==> src/pmc_pkg.sv <==
// pmc_pkg: constants, field layout and types for the proximity measurement configuration block.
// assumes a single 125 MHz clock and a 32-bit AHB-Lite register bus.
package pmc_pkg;

	localparam int CLK_MHZ = 125;
	localparam int US_PER_MS = 1000;

	// register index as printed, byte address is four times it
	localparam logic [5:0] CFG_IDX = 6'h01;
	localparam logic [5:0] CTRL_IDX = 6'h04;
	localparam logic [5:0] RESULT_IDX = 6'h05;
	localparam logic [5:0] STATUS_IDX = 6'h06;

	localparam logic [15:0] CFG_RESET = 16'h0000;
	// bits 15:14 and 11 are reserved and kept at zero
	localparam logic [15:0] CFG_WRITE_MASK = 16'h37ff;

	localparam int CTRL_RUN_BIT = 0;
	localparam int CTRL_WIDE_BIT = 1;
	localparam int STAT_BUSY_BIT = 0;
	localparam int STAT_NEW_BIT = 1;

	// measurement period in ms for code 2, other codes are module parameters
	localparam int PERIOD_C2_MS = 200;
	localparam logic [1:0] PERIOD_C2_CODE = 2'h2;

	// base pulse length in us
	localparam int BASE_SHORT_US = 25;
	localparam int BASE_LONG_US = 50;

	localparam logic [15:0] NARROW_MAX = 16'h0fff;
	localparam logic [16:0] WIDE_SPAN_BASE = 17'h01000;

	localparam logic [1:0] HTRANS_NONSEQ = 2'h2;
	localparam logic HRESP_OKAY = 1'b0;

	typedef struct packed {
		logic [1:0] rsv_hi;
		logic converter_sensitivity;
		logic crosstalk_cancel_enable;
		logic rsv_mid;
		logic [2:0] emitter_drive_level;
		logic [1:0] repeat_period;
		logic [1:0] integration_multiplier;
		logic [1:0] pulse_count;
		logic base_pulse_length;
		logic converter_gain;
	} pmc_cfg_type;

	typedef struct packed {
		logic wide_resolution_select;
		logic run_enable;
	} pmc_ctrl_type;

	// highest result count for the active resolution, gain and integration
	function automatic logic [15:0] pmc_max_count(input logic wide, input logic gain,
			input logic [1:0] it);
		logic [16:0] span;
		// three bits so that multiplier 3 with gain two reaches the full 16-bit span
		span = WIDE_SPAN_BASE << (3'(it) + 3'(gain));
		if (!wide) begin
			return NARROW_MAX;
		end
		return 16'(span - 17'h00001);
	endfunction

endpackage

==> src/pmc_seq.sv <==
// pmc_seq: fires the emitter pulses of one measurement and strobes each sample.
// assumes start_i is a one-cycle pulse given only while busy_o is low.
`timescale 1ns/1ns
module pmc_seq
	import pmc_pkg::*;
(
	input wire logic mclk_i,
	input wire logic rst_i,
	input wire logic start_i,
	input wire logic [31:0] slot_cycles_i,
	input wire logic [1:0] pulse_code_i,
	output logic busy_o,
	output logic emit_o,
	output logic sample_o,
	output logic done_o
);

	typedef enum logic [1:0] {
		SEQ_IDLE = 2'b00,
		SEQ_EMIT = 2'b01,
		SEQ_DONE = 2'b10
	} pmc_seq_state_type;

	pmc_seq_state_type state_q, state_d;
	logic [31:0] slot_q, slot_d, slot_len_q;
	logic [3:0] left_q, left_d;
	wire logic slot_end = (state_q == SEQ_EMIT) && (slot_q == 32'h00000001);
	wire logic last_pulse = (left_q == 4'h1);

	always_comb begin
		state_d = state_q;
		slot_d = slot_q;
		left_d = left_q;
		case (state_q)
			SEQ_IDLE: begin
				if (start_i) begin
					state_d = SEQ_EMIT;
					slot_d = slot_cycles_i;
					left_d = 4'h1 << pulse_code_i;
				end
			end
			SEQ_EMIT: begin
				if (slot_end) begin
					left_d = left_q - 4'h1;
					slot_d = slot_len_q;
					if (last_pulse) begin
						state_d = SEQ_DONE;
					end
				end else begin
					slot_d = slot_q - 32'h00000001;
				end
			end
			SEQ_DONE: begin
				state_d = SEQ_IDLE;
			end
			default: begin
				state_d = SEQ_IDLE;
			end
		endcase
	end

	always_ff @(posedge mclk_i) begin
		if (rst_i) begin
			state_q <= SEQ_IDLE;
			slot_q <= 32'h00000000;
			slot_len_q <= 32'h00000000;
			left_q <= 4'h0;
		end else begin
			state_q <= state_d;
			slot_q <= slot_d;
			left_q <= left_d;
			if (start_i && state_q == SEQ_IDLE) begin
				slot_len_q <= slot_cycles_i;
			end
		end
	end

	assign busy_o = (state_q != SEQ_IDLE);
	assign emit_o = (state_q == SEQ_EMIT);
	assign sample_o = slot_end;
	assign done_o = (state_q == SEQ_DONE);

endmodule // pmc_seq

==> src/pmc_top.sv <==
// pmc_top: proximity measurement configuration word, measurement timing and result limiting.
// assumes afe_count_i is produced by front end logic on mclk_i; registers sit on AHB-Lite.
// Operation
// - Bits 7:6 of the word at index 0x01 set the repeat period, code 2 meaning 200 ms.
// - Bits 5:4 set the integration time to 1, 2, 4 or 8 base pulses, 1 after reset.
// - Bits 3:2 set 1, 2, 4 or 8 emitter pulses per measurement, 1 after reset.
// - Bit 1 sets the base pulse to 25 us when clear (reset) and 50 us when set.
// - Bit 0 selects converter gain of one when clear (reset) and two when set.
// - Bit 13 selects normal sensitivity when clear (reset) and high when set.
// - Bit 12 enables crosstalk cancellation when set and is clear after reset.
// - With 12-bit resolution the result never exceeds 4095.
// - With 16-bit resolution and gain one the limit is 4095, 8191, 16383 or 32767 per multiplier.
// - With 16-bit resolution and gain two the limit is 8191, 16383, 32767 or 65535.
`timescale 1ns/1ns
module pmc_top
	import pmc_pkg::*;
#(
	parameter int CYC_PER_US = CLK_MHZ,
	parameter int CYC_PER_MS = CLK_MHZ * US_PER_MS,
	parameter int PERIOD_C0_MS = 50,
	parameter int PERIOD_C1_MS = 100,
	parameter int PERIOD_C3_MS = 400
) (
	input wire logic mclk_i,
	input wire logic rst_i,
	input wire logic hsel_i,
	input wire logic [31:0] haddr_i,
	input wire logic [1:0] htrans_i,
	input wire logic hwrite_i,
	input wire logic [2:0] hsize_i,
	input wire logic hready_i,
	input wire logic [31:0] hwdata_i,
	output logic [31:0] hrdata_o,
	output logic hreadyout_o,
	output logic hresp_o,
	input wire logic [15:0] afe_count_i,
	output logic emitter_on_o,
	output logic [2:0] emitter_drive_level_o,
	output logic converter_gain_o,
	output logic converter_sensitivity_o,
	output logic crosstalk_cancel_enable_o,
	output logic sample_o
);

	localparam int PERIOD_C2_CYC = PERIOD_C2_MS * CYC_PER_MS;
	localparam int SHORT_CYC = BASE_SHORT_US * CYC_PER_US;
	localparam int LONG_CYC = BASE_LONG_US * CYC_PER_US;

	function automatic logic [31:0] period_cycles(input logic [1:0] code);
		case (code)
			2'h0: return 32'(PERIOD_C0_MS * CYC_PER_MS);
			2'h1: return 32'(PERIOD_C1_MS * CYC_PER_MS);
			2'h2: return 32'(PERIOD_C2_CYC);
			default: return 32'(PERIOD_C3_MS * CYC_PER_MS);
		endcase
	endfunction

	// bus: zero wait states, config and control read data taken from next-state values so a
	// write immediately before a read of either of those words is not missed
	logic wr_ph_q;
	logic [5:0] wr_idx_q;
	logic [31:0] hrdata_q;
	pmc_cfg_type cfg_q, cfg_d, snap_q;
	pmc_ctrl_type ctrl_q, ctrl_d;
	logic wide_snap_q;
	logic [31:0] per_cnt_q;
	logic [19:0] acc_q;
	logic [15:0] result_q;
	logic new_q;

	wire logic addr_ph = hsel_i && hready_i && htrans_i[1];
	wire logic [5:0] addr_idx = haddr_i[7:2];
	wire logic wr_cfg = wr_ph_q && (wr_idx_q == CFG_IDX);
	wire logic wr_ctrl = wr_ph_q && (wr_idx_q == CTRL_IDX);
	wire logic wr_stat = wr_ph_q && (wr_idx_q == STATUS_IDX);
	wire logic new_clear = wr_stat && hwdata_i[STAT_NEW_BIT];

	// measurement sequencing
	logic seq_busy, seq_emit, seq_sample, seq_done;
	wire logic per_tick = ctrl_q.run_enable && (per_cnt_q == 32'h00000000);
	wire logic meas_start = per_tick && !seq_busy;
	wire logic [31:0] base_cyc = cfg_q.base_pulse_length ? 32'(LONG_CYC) : 32'(SHORT_CYC);
	wire logic [31:0] slot_cyc = base_cyc << cfg_q.integration_multiplier;
	wire logic [19:0] acc_sum = acc_q + 20'(afe_count_i);
	wire logic [15:0] lim = pmc_max_count(wide_snap_q, snap_q.converter_gain,
		snap_q.integration_multiplier);
	wire logic [15:0] sat = (acc_q > 20'(lim)) ? lim : acc_q[15:0];
	wire logic [31:0] status_word = {30'h00000000, new_q, seq_busy};

	assign cfg_d = wr_cfg ? pmc_cfg_type'(hwdata_i[15:0] & CFG_WRITE_MASK) : cfg_q;
	assign ctrl_d = wr_ctrl ? pmc_ctrl_type'(hwdata_i[1:0]) : ctrl_q;

	function automatic logic [31:0] read_word(input logic [5:0] idx, input pmc_cfg_type c,
			input pmc_ctrl_type k, input logic [15:0] r, input logic [31:0] s);
		case (idx)
			CFG_IDX: return {16'h0000, c};
			CTRL_IDX: return {30'h00000000, k};
			RESULT_IDX: return {16'h0000, r};
			STATUS_IDX: return s;
			default: return 32'h00000000;
		endcase
	endfunction

	always_ff @(posedge mclk_i) begin
		if (rst_i) begin
			wr_ph_q <= 1'b0;
			wr_idx_q <= 6'h00;
			hrdata_q <= 32'h00000000;
		end else begin
			wr_ph_q <= addr_ph && hwrite_i;
			wr_idx_q <= addr_idx;
			if (addr_ph && !hwrite_i) begin
				hrdata_q <= read_word(addr_idx, cfg_d, ctrl_d, result_q, status_word);
			end
		end
	end

	always_ff @(posedge mclk_i) begin
		if (rst_i) begin
			cfg_q <= pmc_cfg_type'(CFG_RESET);
			ctrl_q <= '0;
		end else begin
			cfg_q <= cfg_d;
			ctrl_q <= ctrl_d;
		end
	end

	// period counter reloads from the live word; the measurement itself runs
	// on a snapshot so mid-measurement writes do not disturb it
	always_ff @(posedge mclk_i) begin
		if (rst_i) begin
			per_cnt_q <= 32'h00000000;
		end else if (!ctrl_q.run_enable) begin
			per_cnt_q <= 32'h00000000;
		end else if (per_tick) begin
			per_cnt_q <= period_cycles(cfg_q.repeat_period) - 32'h00000001;
		end else begin
			per_cnt_q <= per_cnt_q - 32'h00000001;
		end
	end

	always_ff @(posedge mclk_i) begin
		if (rst_i) begin
			snap_q <= pmc_cfg_type'(CFG_RESET);
			wide_snap_q <= 1'b0;
		end else if (meas_start) begin
			snap_q <= cfg_q;
			wide_snap_q <= ctrl_q.wide_resolution_select;
		end
	end

	always_ff @(posedge mclk_i) begin
		if (rst_i) begin
			acc_q <= 20'h00000;
			result_q <= 16'h0000;
			new_q <= 1'b0;
		end else begin
			if (meas_start) begin
				acc_q <= 20'h00000;
			end else if (seq_sample) begin
				acc_q <= acc_sum;
			end
			if (seq_done) begin
				result_q <= sat;
			end
			// a finishing measurement wins over a software clear
			new_q <= seq_done || (new_q && !new_clear);
		end
	end

	pmc_seq u_seq (
		.mclk_i(mclk_i),
		.rst_i(rst_i),
		.start_i(meas_start),
		.slot_cycles_i(slot_cyc),
		.pulse_code_i(cfg_q.pulse_count),
		.busy_o(seq_busy),
		.emit_o(seq_emit),
		.sample_o(seq_sample),
		.done_o(seq_done)
	);

	assign hrdata_o = hrdata_q;
	assign hreadyout_o = 1'b1;
	assign hresp_o = HRESP_OKAY;
	assign emitter_on_o = seq_emit;
	assign sample_o = seq_sample;
	// front end settings come from the snapshot
	assign emitter_drive_level_o = snap_q.emitter_drive_level;
	assign converter_gain_o = snap_q.converter_gain;
	assign converter_sensitivity_o = snap_q.converter_sensitivity;
	assign crosstalk_cancel_enable_o = snap_q.crosstalk_cancel_enable;

	// checks
	// the counters below only feed the assertions; they cost a few flops
	localparam int MAX_GAP = 8;
	logic [3:0] pulse_seen_q;
	logic [31:0] emit_len_q;
	always_ff @(posedge mclk_i) begin
		if (rst_i || meas_start) begin
			pulse_seen_q <= 4'h0;
		end else if (seq_sample) begin
			pulse_seen_q <= pulse_seen_q + 4'h1;
		end
		if (rst_i || !seq_emit || seq_sample) begin
			emit_len_q <= 32'h00000000;
		end else begin
			emit_len_q <= emit_len_q + 32'h00000001;
		end
	end
endmodule // pmc_top

==> config.mk <==
export PLATFORM = sky130hd
export DESIGN_NAME = pmc_top
export DESIGN_NICKNAME = d
export VERILOG_FILES = /design/src/pmc_pkg.sv /design/src/pmc_seq.sv /design/src/pmc_top.sv
export SDC_FILE = /design/constraint.sdc
export NUM_CORES = 1
export LEC_CHECK = 0
export BUFFER_PORTS_ARGS = -buffer_cell sky130_fd_sc_hd__buf_2
export CAP_MARGIN = 0
export CORE_MARGIN = 5
export CORE_UTILIZATION = 46
export CTS_BUF_LIST = sky130_fd_sc_hd__clkbuf_16
export DETAILED_ROUTE_END_ITERATION = 10
export PLACE_DENSITY = 0.66
export SETUP_SLACK_MARGIN = 0.4
export SKIP_LAST_GASP = 1
export SLEW_MARGIN = 20
export SYNTH_ARGS = -nofsm -noshare
export SYNTH_HDL_FRONTEND = slang
export SYNTH_HIERARCHICAL = 1
export SYNTH_SLANG_ARGS = --single-unit
==> constraint.sdc <==
create_clock -name mclk_i -period 3.5 [get_ports mclk_i]
set_input_delay 0.7 -clock mclk_i [delete_from_list [all_inputs] [get_ports mclk_i]]
set_output_delay 0.7 -clock mclk_i [all_outputs]
set_load 0.01 [all_outputs]
==> results.py, run 1 <==
metrics = {
    "global_route": {
        "grt_start_max_net_pins": 95,
        "antenna_found_initial": 0,
        "grt_pass1_vias": 8844,
        "grtUsageTotal_pct": 20.4,
        "grt_overflow": 0,
        "grt_pass1_wl_um": 44200,
    },
    "floorplanning": {
        "initial_core_util_pct": 46.4,
        "num_rows": 55,
        "die_h_um": 161,
        "core_um2": 22500,
        "dieWidth_um": 161,
        "boundaryPins": 132,
        "die_area_um2": 25800,
    },
    "yosys": {
        "synthTopCellsByArea": "dfxtp_1 36%, nor2_1 6.0%, nand2_1 5.8%, a21oi_1 5.0%, ha_1 3.6%",
        "synthTopCellsByCount": "189 x dfxtp_1, 166 x nor2_1, 161 x nand2_1, 105 x a21oi_1, 64 x o21ai_0",
        "syn_area_per_cell_um2": 8.03,
        "muxShareOfSynthArea_pct": 3.55,
        "ys_ff_latch": 189,
        "synth-simple-area-share_pct": 26.6,
        "synth_top_area_share_pct": 36.2,
        "yosys.area.top_type": "dfxtp_1",
        "dominantRegCellSynth": "dfxtp_1",
        "synth-adder-area-share_pct": 3.79,
        "synthXorXnorAreaFrac_pct": 3.02,
        "synth_edf_count": 0,
        "yosysUniqueCellTypes": 90,
        "synth_top_family_by_area": "simple AND/OR/NAND/NOR gates",
        "yosysSeqAreaShare_pct": 36.2,
        "yosysWarningCount": 6,
        "synth_compound_area_share_pct": 20.6,
        "syn_area_um2": 10400,
        "yosysMostFrequentCell": "dfxtp_1",
        "netlist_instances": 1300,
        "ys_async_sr_fraction_pct": 0,
    },
    "detailed_routing": {
        "vias_per_cell": 5.65,
        "drc": 0,
        "drtIter0Drc": 729,
        "firstDrtPassIters": 5,
        "final_antenna_net_count": 0,
        "vias": 9460,
        "wl_per_cell_um": 16.2,
        "routed_wl_um": 27100,
    },
    "job": {
        "maxCapViolCount": 0,
    },
    "placed_design": {
        "gp_congestion": 0.852,
        "place_ws_ps": 333,
        "hpwl_um": 18800,
        "port_buffers": 64,
        "place_inst": 1636,
    },
    "sta": {
        "final.min_clock_period_ps": 3030,
        "hold_slack_ps": 453,
        "skew_ps": 27.5,
        "finalCritPeriodShare_pct": 86.5,
        "hold_viol": 0,
        "fmax_mhz": 330,
        "postLayoutSetupSlackWorst_ps": 474,
        "tightest_slew_ps": 767,
        "final-setup-viol-count": 0,
        "relSlewSlack_pct": 48.7,
        "rsz0062_at_grt": "false",
        "maxSlewViolCount": 0,
        "fin_setup_tns_ps": 0,
    },
    "finish": {
        "fin_nets": 1496,
        "drive_gt1_share_pct": 15.3,
        "synthToLayoutAreaGrowth_pct": 14.4,
        "multiInputGateArea_um2": 6380,
        "regArea_um2": 3790,
        "fin_util_pct": 53.1,
        "final_cell_count_no_fill": 1673,
        "diodes": 0,
        "nFillCells": 2098,
    },
    "power": {
        "vdd_ir_drop_max_mv": 0.273,
        "power.density_nw_per_um2": 377,
        "p_leak_uw": 0.00494,
    },
    "cts": {
        "cts_tree": "yes",
        "numCtsBuffers": 17,
        "cts.path.max_buffers": 2,
        "cts-root-buf": "clkbuf_16",
        "insertion_delay_ps": 460,
        "cts_max_level": 4,
        "cts_num_sinks": 189,
        "clkTransAtPathRegs_ps": 80,
    },
    "worst_setup_path": {
        "critPathArrivalTime_ps": 2330,
        "path_class": "reg2out",
        "reg2regPathDepth": 13,
        "cp-start-kind": "flip-flop",
        "crit_fanout": 8,
        "critPathRequiredTime_ps": 2800,
        "crit_path_end_kind": "primary output",
    },
    "worst_hold_path": {
        "holdPathStages": 2,
        "hold_class": "reg2reg",
    },
    "run_status": {
        "outcome": "complete, no violations",
    },
}
-- worst max-delay path: stages, from the launching register on --
cell	delay [ps]
dfxtp_1	380
or4_4	580
nor3_2	120
buf_4	170
and4_1	240
and3_2	240
buf_2	150
-- cells by family (layout without fill, tap and decap cells) --
family | Yosys count | in the layout
xor+xnor | 36 | 36
flops | 189 | 189
other cells | 2 | 56
mux | 36 | 36
simple gates | 543 | 543
compound gates | 336 | 336
fa+ha+maj | 31 | 31
buf+inv | 127 | 161
-- metrics by stage --
stage,power [uW],area [um2]
6_report,4500,11900
5_1_grt,4640,11900
4_1_cts,4530,11800
3_5_place_dp,2430,11100
3_3_place_gp,2420,11100
2_1_floorplan,2380,10600
-- final cells by class --
| cell class | count | area share, % |
|---|---|---|
| clock inverter | 15 | 1.96 |
| sequential | 189 | 31.7 |
| inverter | 29 | 1.02 |
| tap | 285 | 2.99 |
| timing repair buffer | 100 | 5.31 |
| clock buffer | 17 | 3.56 |
| multi-input combinational | 1038 | 53.4 |
-- layer usage --
layer / GRT usage [%] / routed length (um) / vias to the layer above / part of all wire, %
met5: 0 / 0 / - / 0
met3: 3.85 / 1330 / 39 / 4.9
met4: 4.89 / 493 / 0 / 1.8
li1: - / - / 4749 / -
met1: 27.2 / 12600 / 4418 / 47
met2: 34.4 / 12700 / 254 / 47
-- registers in the layout, indices dropped and copies added, names as in the netlist, 2 cells and up --
| name | count |
|---|---|
| u_seq/slot_q | 32 |
| u_seq/state_q | 2 |
| hrdata_o | 16 |
| acc_q | 20 |
| cfg_q | 16 |
| result_q | 16 |
| u_seq/left_q | 4 |
| u_seq/slot_len_q | 32 |
| wr_idx_q | 6 |
| emitter_drive_level_o | 3 |
| per_cnt_q | 32 |
| ctrl_q | 2 |
| snap_q | 2 |
-- power by group --
part           internal (uW)  switching (uW)  total [uW]
Combinational           82.4             136         218
Clock                   1020            1100        2120
Sequential              2150            5.61        2160
-- placed cells by master (no fill, tap or decap), types with 17 or more instances in the layout --
master,instances
o21ai_0,64
buf_2,63
nor3_1,37
a211oi_1,40
ha_1,27
a21oi_1,104
nand2_1,161
buf_4,33
conb_1,56
xor2_1,18
inv_1,27
dfxtp_1,188
clkbuf_16,17
nor2_1,162
mux2i_1,28
xnor2_1,18
-- worst paths after layout --
path / from / end / slack [ps]
min reg2reg: u_seq/slot_len_q[17] / u_seq/slot_len_q[17] / 450
max: u_seq/slot_q[8] / sample_o / 470
max reg2reg: converter_gain_o / result_q[15] / 550
min: u_seq/slot_len_q[17] / u_seq/slot_len_q[17] / 450
-- repair_timing --
item                                    CTS  global route
hold buffers                              0             0
pin swaps                                 2             5
setup buffers                             3             2
endpoints found under the setup margin   30            45
resized for setup                         9            22
Power figures use the tool's default switching activity.
==> run 2: changes to the inputs <==
--- a/config.mk
+++ b/config.mk
@@ -12,6 +12,7 @@
 export CTS_BUF_LIST = sky130_fd_sc_hd__clkbuf_16
 export DETAILED_ROUTE_END_ITERATION = 10
 export PLACE_DENSITY = 0.66
+export RECOVER_POWER = 50
 export SETUP_SLACK_MARGIN = 0.4
 export SKIP_LAST_GASP = 1
 export SLEW_MARGIN = 20
==> run 2 against run 1 <==
Net effect: the run now ends with capacitance limit, slew limit left; design area fell by 0.53%; sequential power barely moved; first-iteration DRC count fell by 1.4%; die area did not move; sequential share of layout area rose by 0.17 points; combinational power barely moved; clock power barely moved; global-route usage did not move; largest power group unchanged; highest routed layer unchanged.
==> results.py, run 2 (synthesized netlist as in run 1, its figures left out) <==
metrics = {
    "run_status": {
        "outcome": "finished, violations left",
        "violations": "capacitance limit, slew limit",
    },
    "sta": {
        "rsz0062_at_grt": "false",
        "relSlewSlack_pct": -27.3,
        "skew_ps": 27.2,
        "fmax_mhz": 313,
        "hold_viol": 0,
        "hold_slack_ps": 453,
        "maxSlewViolCount": 95,
        "finalCritPeriodShare_pct": 91.3,
        "tightest_slew_ps": 1910,
        "final-setup-viol-count": 0,
        "final.min_clock_period_ps": 3200,
        "fin_setup_tns_ps": 0,
    },
    "floorplanning": {
        "boundaryPins": 132,
        "initial_core_util_pct": 46.4,
        "die_h_um": 161,
        "core_um2": 22500,
        "dieWidth_um": 161,
        "die_area_um2": 25800,
        "num_rows": 55,
    },
    "global_route": {
        "grt_pass1_vias": 8844,
        "grt_start_max_net_pins": 95,
        "met1_usage_pct": 27.2,
        "top_usage_layer": "met2",
        "grt_overflow": 0,
        "use_met2_pct": 34.4,
        "antenna_found_initial": 0,
        "gr-usage-met3_pct": 3.85,
        "grt_pass1_wl_um": 44200,
        "grtUsageTotal_pct": 20.4,
    },
    "placed_design": {
        "hpwl_um": 18800,
        "port_buffers": 64,
        "gp_congestion": 0.852,
    },
    "finish": {
        "diodes": 0,
        "final_common_cell": "dfxtp_1",
        "reg_top3": "per_cnt_q x32, u_seq/slot_len_q x32, u_seq/slot_q x32",
        "final_cell_mix": "188 x dfxtp_1, 162 x nor2_1, 161 x nand2_1",
        "synthToLayoutAreaGrowth_pct": 13.8,
        "drive_gt1_share_pct": 13.3,
        "fin_nets": 1496,
    },
    "worst_setup_path": {
        "r2r_setup_slack_ps": 450,
        "critPathArrivalTime_ps": 2500,
        "reg2reg_to": "u_seq/slot_q[7]",
        "crit_path_end_kind": "primary output",
        "path_class": "reg2out",
        "critPathRequiredTime_ps": 2800,
        "reg2reg_from": "u_seq/slot_q[8]",
        "cp-start-kind": "flip-flop",
        "reg2regPathDepth": 9,
        "crit_fanout": 8,
    },
    "cts": {
        "cts.path.max_buffers": 2,
        "numCtsBuffers": 17,
        "cts_num_sinks": 189,
        "cts_max_level": 4,
        "cts-root-buf": "clkbuf_16",
        "insertion_delay_ps": 460,
        "cts_tree": "yes",
        "clkTransAtPathRegs_ps": 80,
        "postCtsHoldBufs": 0,
    },
    "detailed_routing": {
        "wl_per_cell_um": 16.2,
        "final_antenna_net_count": 0,
        "firstDrtPassIters": 6,
        "vias_per_cell": 5.65,
        "drtIter0Drc": 719,
        "drc": 0,
        "routed_wl_um": 27100,
        "vias": 9451,
    },
    "worst_hold_path": {
        "min_to": "u_seq/slot_len_q[17]",
        "hold_class": "reg2reg",
        "hp-start": "u_seq/slot_len_q[17]",
        "holdPathStages": 2,
    },
    "power": {
        "vdd_ir_drop_max_mv": 0.272,
        "p_leak_uw": 0.00483,
        "power.density_nw_per_um2": 378,
    },
    "job": {
        "maxCapViolCount": 2,
    },
}
## run 2: repair_timing
item,in CTS,in global routing
buffers inserted,3,2
pin swaps,2,5
gates resized for setup,9,22
setup endpoints to repair,30,45
## run 2: worst max-delay path, cell delays in order (launching register included)
cell	delay, ps
dfxtp_1	380
or4_4	580
nor3_2	110
clkbuf_1	290
and4_1	290
and3_2	240
buf_2	150
## run 2: final cells by class
cell class	instances	area (um2)
fill	2119	10600
multi-input combinational	1038	6370
sequential	189	3790
timing repair buffer	100	578
clock buffer	17	425
tap	285	357
clock inverter	15	234
inverter	29	121
## run 2: stage by stage
step                util [%]  worst slack, ps  std cells  area, um2  total power, uW
floorplan                  -              545       1354      10600             2380
global placement        49.3              310       1636      11100             2420
detailed placement      49.4              333       1636      11100             2430
CTS                     52.5              402       1671      11800             4530
global route            52.8              243       1673      11900             4640
finish                  52.8              303       1673      11900             4490
## run 2: worst max-delay path by stage
| stage | startpoint | to |
|---|---|---|
| 4_1_cts | u_seq/slot_q[8] | sample_o |
| 3_5_place_dp | converter_gain_o | result_q[7] |
| 2_1_floorplan | converter_gain_o | result_q[2] |
| 6_report | u_seq/slot_q[8] | sample_o |
| 5_1_grt | u_seq/slot_q[8] | sample_o |
| 3_3_place_gp | converter_gain_o | result_q[6] |
## run 2: layer usage
metal	part of all wire (%)	wire length, um	vias up
met1	46	12500	4423
met5	0	0	-
met2	47	12800	250
met4	1.7	450	0
met3	5.0	1360	35
li1	-	-	4743
## run 2: report_power, final
part / internal, uW / switching, uW / leakage [uW]
logic: 80.5 / 136 / 0.00299
registers: 2150 / 5.67 / 0.00152
clock network: 1020 / 1100 / 0.000316
==> run 3: changes to the inputs <==
--- a/config.mk
+++ b/config.mk
@@ -11,6 +11,7 @@
 export CORE_UTILIZATION = 46
 export CTS_BUF_LIST = sky130_fd_sc_hd__clkbuf_16
 export DETAILED_ROUTE_END_ITERATION = 10
+export HOLD_SLACK_MARGIN = 0.02
 export PLACE_DENSITY = 0.66
 export RECOVER_POWER = 50
 export SETUP_SLACK_MARGIN = 0.4
==> constraint.sdc (replaced) <==
create_clock -name mclk_i -period 3.6 [get_ports mclk_i]
set_input_delay 0.72 -clock mclk_i [delete_from_list [all_inputs] [get_ports mclk_i]]
set_output_delay 0.72 -clock mclk_i [all_outputs]
set_load 0.01 [all_outputs]
==> run 3 against run 2 <==
Net effect: the run still ends with capacitance limit, slew limit left; final cell count shrank 0.42%; wire length down 0.62%; die area unchanged; design area down 1.6%; non-clock buffer count is 7 lower; flip-flop and latch count unchanged; sequential share of layout area grew 0.48 points; worst setup slack better by 62 ps; combinational power down 3%; sequential power is 3% lower; largest cell class unchanged; largest power group unchanged.
==> results.py, run 3 (synthesized netlist as in run 1, its figures left out) <==
metrics = {
    "finish": {
        "drive_gt1_share_pct": 11.9,
        "regArea_um2": 3780,
        "fin_nets": 1489,
        "final_cell_mix": "189 x dfxtp_1, 164 x nor2_1, 161 x nand2_1",
        "nFillCells": 2166,
        "diodes": 0,
        "multiInputGateArea_um2": 6270,
        "synthToLayoutAreaGrowth_pct": 11.9,
        "reg_top3": "per_cnt_q x32, u_seq/slot_len_q x32, u_seq/slot_q x32",
        "final_common_cell": "dfxtp_1",
    },
    "cts": {
        "cts_tree": "yes",
        "cts_max_level": 4,
        "numCtsBuffers": 17,
        "cts.path.max_buffers": 2,
        "cts_num_sinks": 189,
        "clkTransAtPathRegs_ps": 90,
        "cts-root-buf": "clkbuf_16",
        "insertion_delay_ps": 440,
        "postCtsHoldBufs": 0,
    },
    "sta": {
        "tightest_slew_ps": 2130,
        "rsz0062_at_grt": "true",
        "final.min_clock_period_ps": 3230,
        "fmax_mhz": 309,
        "hold_viol": 0,
        "skew_ps": 20.8,
        "maxSlewViolCount": 138,
        "relSlewSlack_pct": -42.1,
        "final-setup-viol-count": 0,
        "finalCritPeriodShare_pct": 89.8,
        "fin_setup_tns_ps": 0,
    },
    "power": {
        "power.density_nw_per_um2": 372,
        "p_total_uw": 4340,
        "vdd_ir_drop_max_mv": 0.276,
        "p_leak_uw": 0.00472,
    },
    "detailed_routing": {
        "vias_per_cell": 5.66,
        "drc": 0,
        "wl_per_cell_um": 16.2,
        "final_antenna_net_count": 0,
        "firstDrtPassIters": 5,
        "routed_wl_um": 26900,
        "drtIter0Drc": 671,
        "vias": 9437,
    },
    "global_route": {
        "grt_pass1_vias": 8939,
        "grtUsageTotal_pct": 20.6,
        "grt_start_max_net_pins": 105,
        "grt_pass1_wl_um": 44700,
        "antenna_found_initial": 0,
        "grt_overflow": 0,
    },
    "run_status": {
        "violations": "capacitance limit, slew limit",
        "outcome": "finished, violations left",
    },
    "floorplanning": {
        "initial_core_util_pct": 46.4,
        "core_um2": 22500,
        "num_rows": 55,
        "die_h_um": 161,
        "dieWidth_um": 161,
        "die_area_um2": 25800,
        "boundaryPins": 132,
    },
    "worst_setup_path": {
        "cp-start-kind": "flip-flop",
        "crit_fanout": 8,
        "critPathArrivalTime_ps": 2510,
        "cp-startpoint": "u_seq/slot_q[8]",
        "critPathRequiredTime_ps": 2880,
        "path_class": "reg2out",
        "reg2reg_from": "u_seq/slot_q[8]",
        "crit_path_end_kind": "primary output",
    },
    "placed_design": {
        "gp_congestion": 0.871,
        "hpwl_um": 18500,
        "port_buffers": 64,
    },
    "job": {
        "maxCapViolCount": 2,
    },
    "worst_hold_path": {
        "hold_class": "reg2reg",
        "hp-start": "emitter_drive_level_o[1]",
    },
}
## run 3: layout make-up
class / count / share of cell area (%)
well taps: 285 / 3.05
clock buffers: 17 / 3.64
flip-flops and latches: 189 / 32.4
inverters: 29 / 1.04
clock inverters: 15 / 1.87
multi-input cells: 1038 / 53.7
repair buffers: 93 / 4.36
## run 3: through the flow
stage          instances  setup WS [ps]  utilization [%]  cell area, um2  hold WS, ps
6_report            1666            365             51.9           11700          454
2_1_floorplan       1354            645                -           10600          427
3_5_place_dp        1633            486             49.3           11100          443
3_3_place_gp        1633            523             49.2           11100          439
4_1_cts             1666            401             52.2           11700          455
5_1_grt             1666            217             51.9           11700          472
## run 3: repair_timing
item                                    4_1_cts  5_1_grt
endpoints found under the setup margin        1       21
buffers inserted                              1        0
resized for setup                             0        8
gates cloned                                  0        0
pin swaps                                     1        1
## run 3: metal layers
metal / vias up / track usage, % / part of all wire (%)
li1: 4745 / - / -
met1: 4422 / 27.9 / 47
met2: 237 / 33.4 / 46
met3: 33 / 4.39 / 5.1
met4: 0 / 5.91 / 1.7
met5: - / 0 / 0
## run 3: final timing paths
kind                         endpoint  slack (ps)  cells after the start
max                          sample_o         370                      6
min          emitter_drive_level_o[1]         450                      2
max reg2reg                 acc_q[19]         430                      9
min reg2reg  emitter_drive_level_o[1]         450                      2
## run 3: critical path: stages, from the launching register on
cell and delay, ps:
dfxtp_1 380, or4_4 590, nor3_2 110, clkbuf_1 310
and4_1 290, and3_1 240, buf_2 170
## run 3: where the power goes
group	leakage (uW)	switching, uW	internal, uW
combinational	0.00289	133	77.3
sequential	0.00152	5.19	2100
clock	0.000308	1050	981
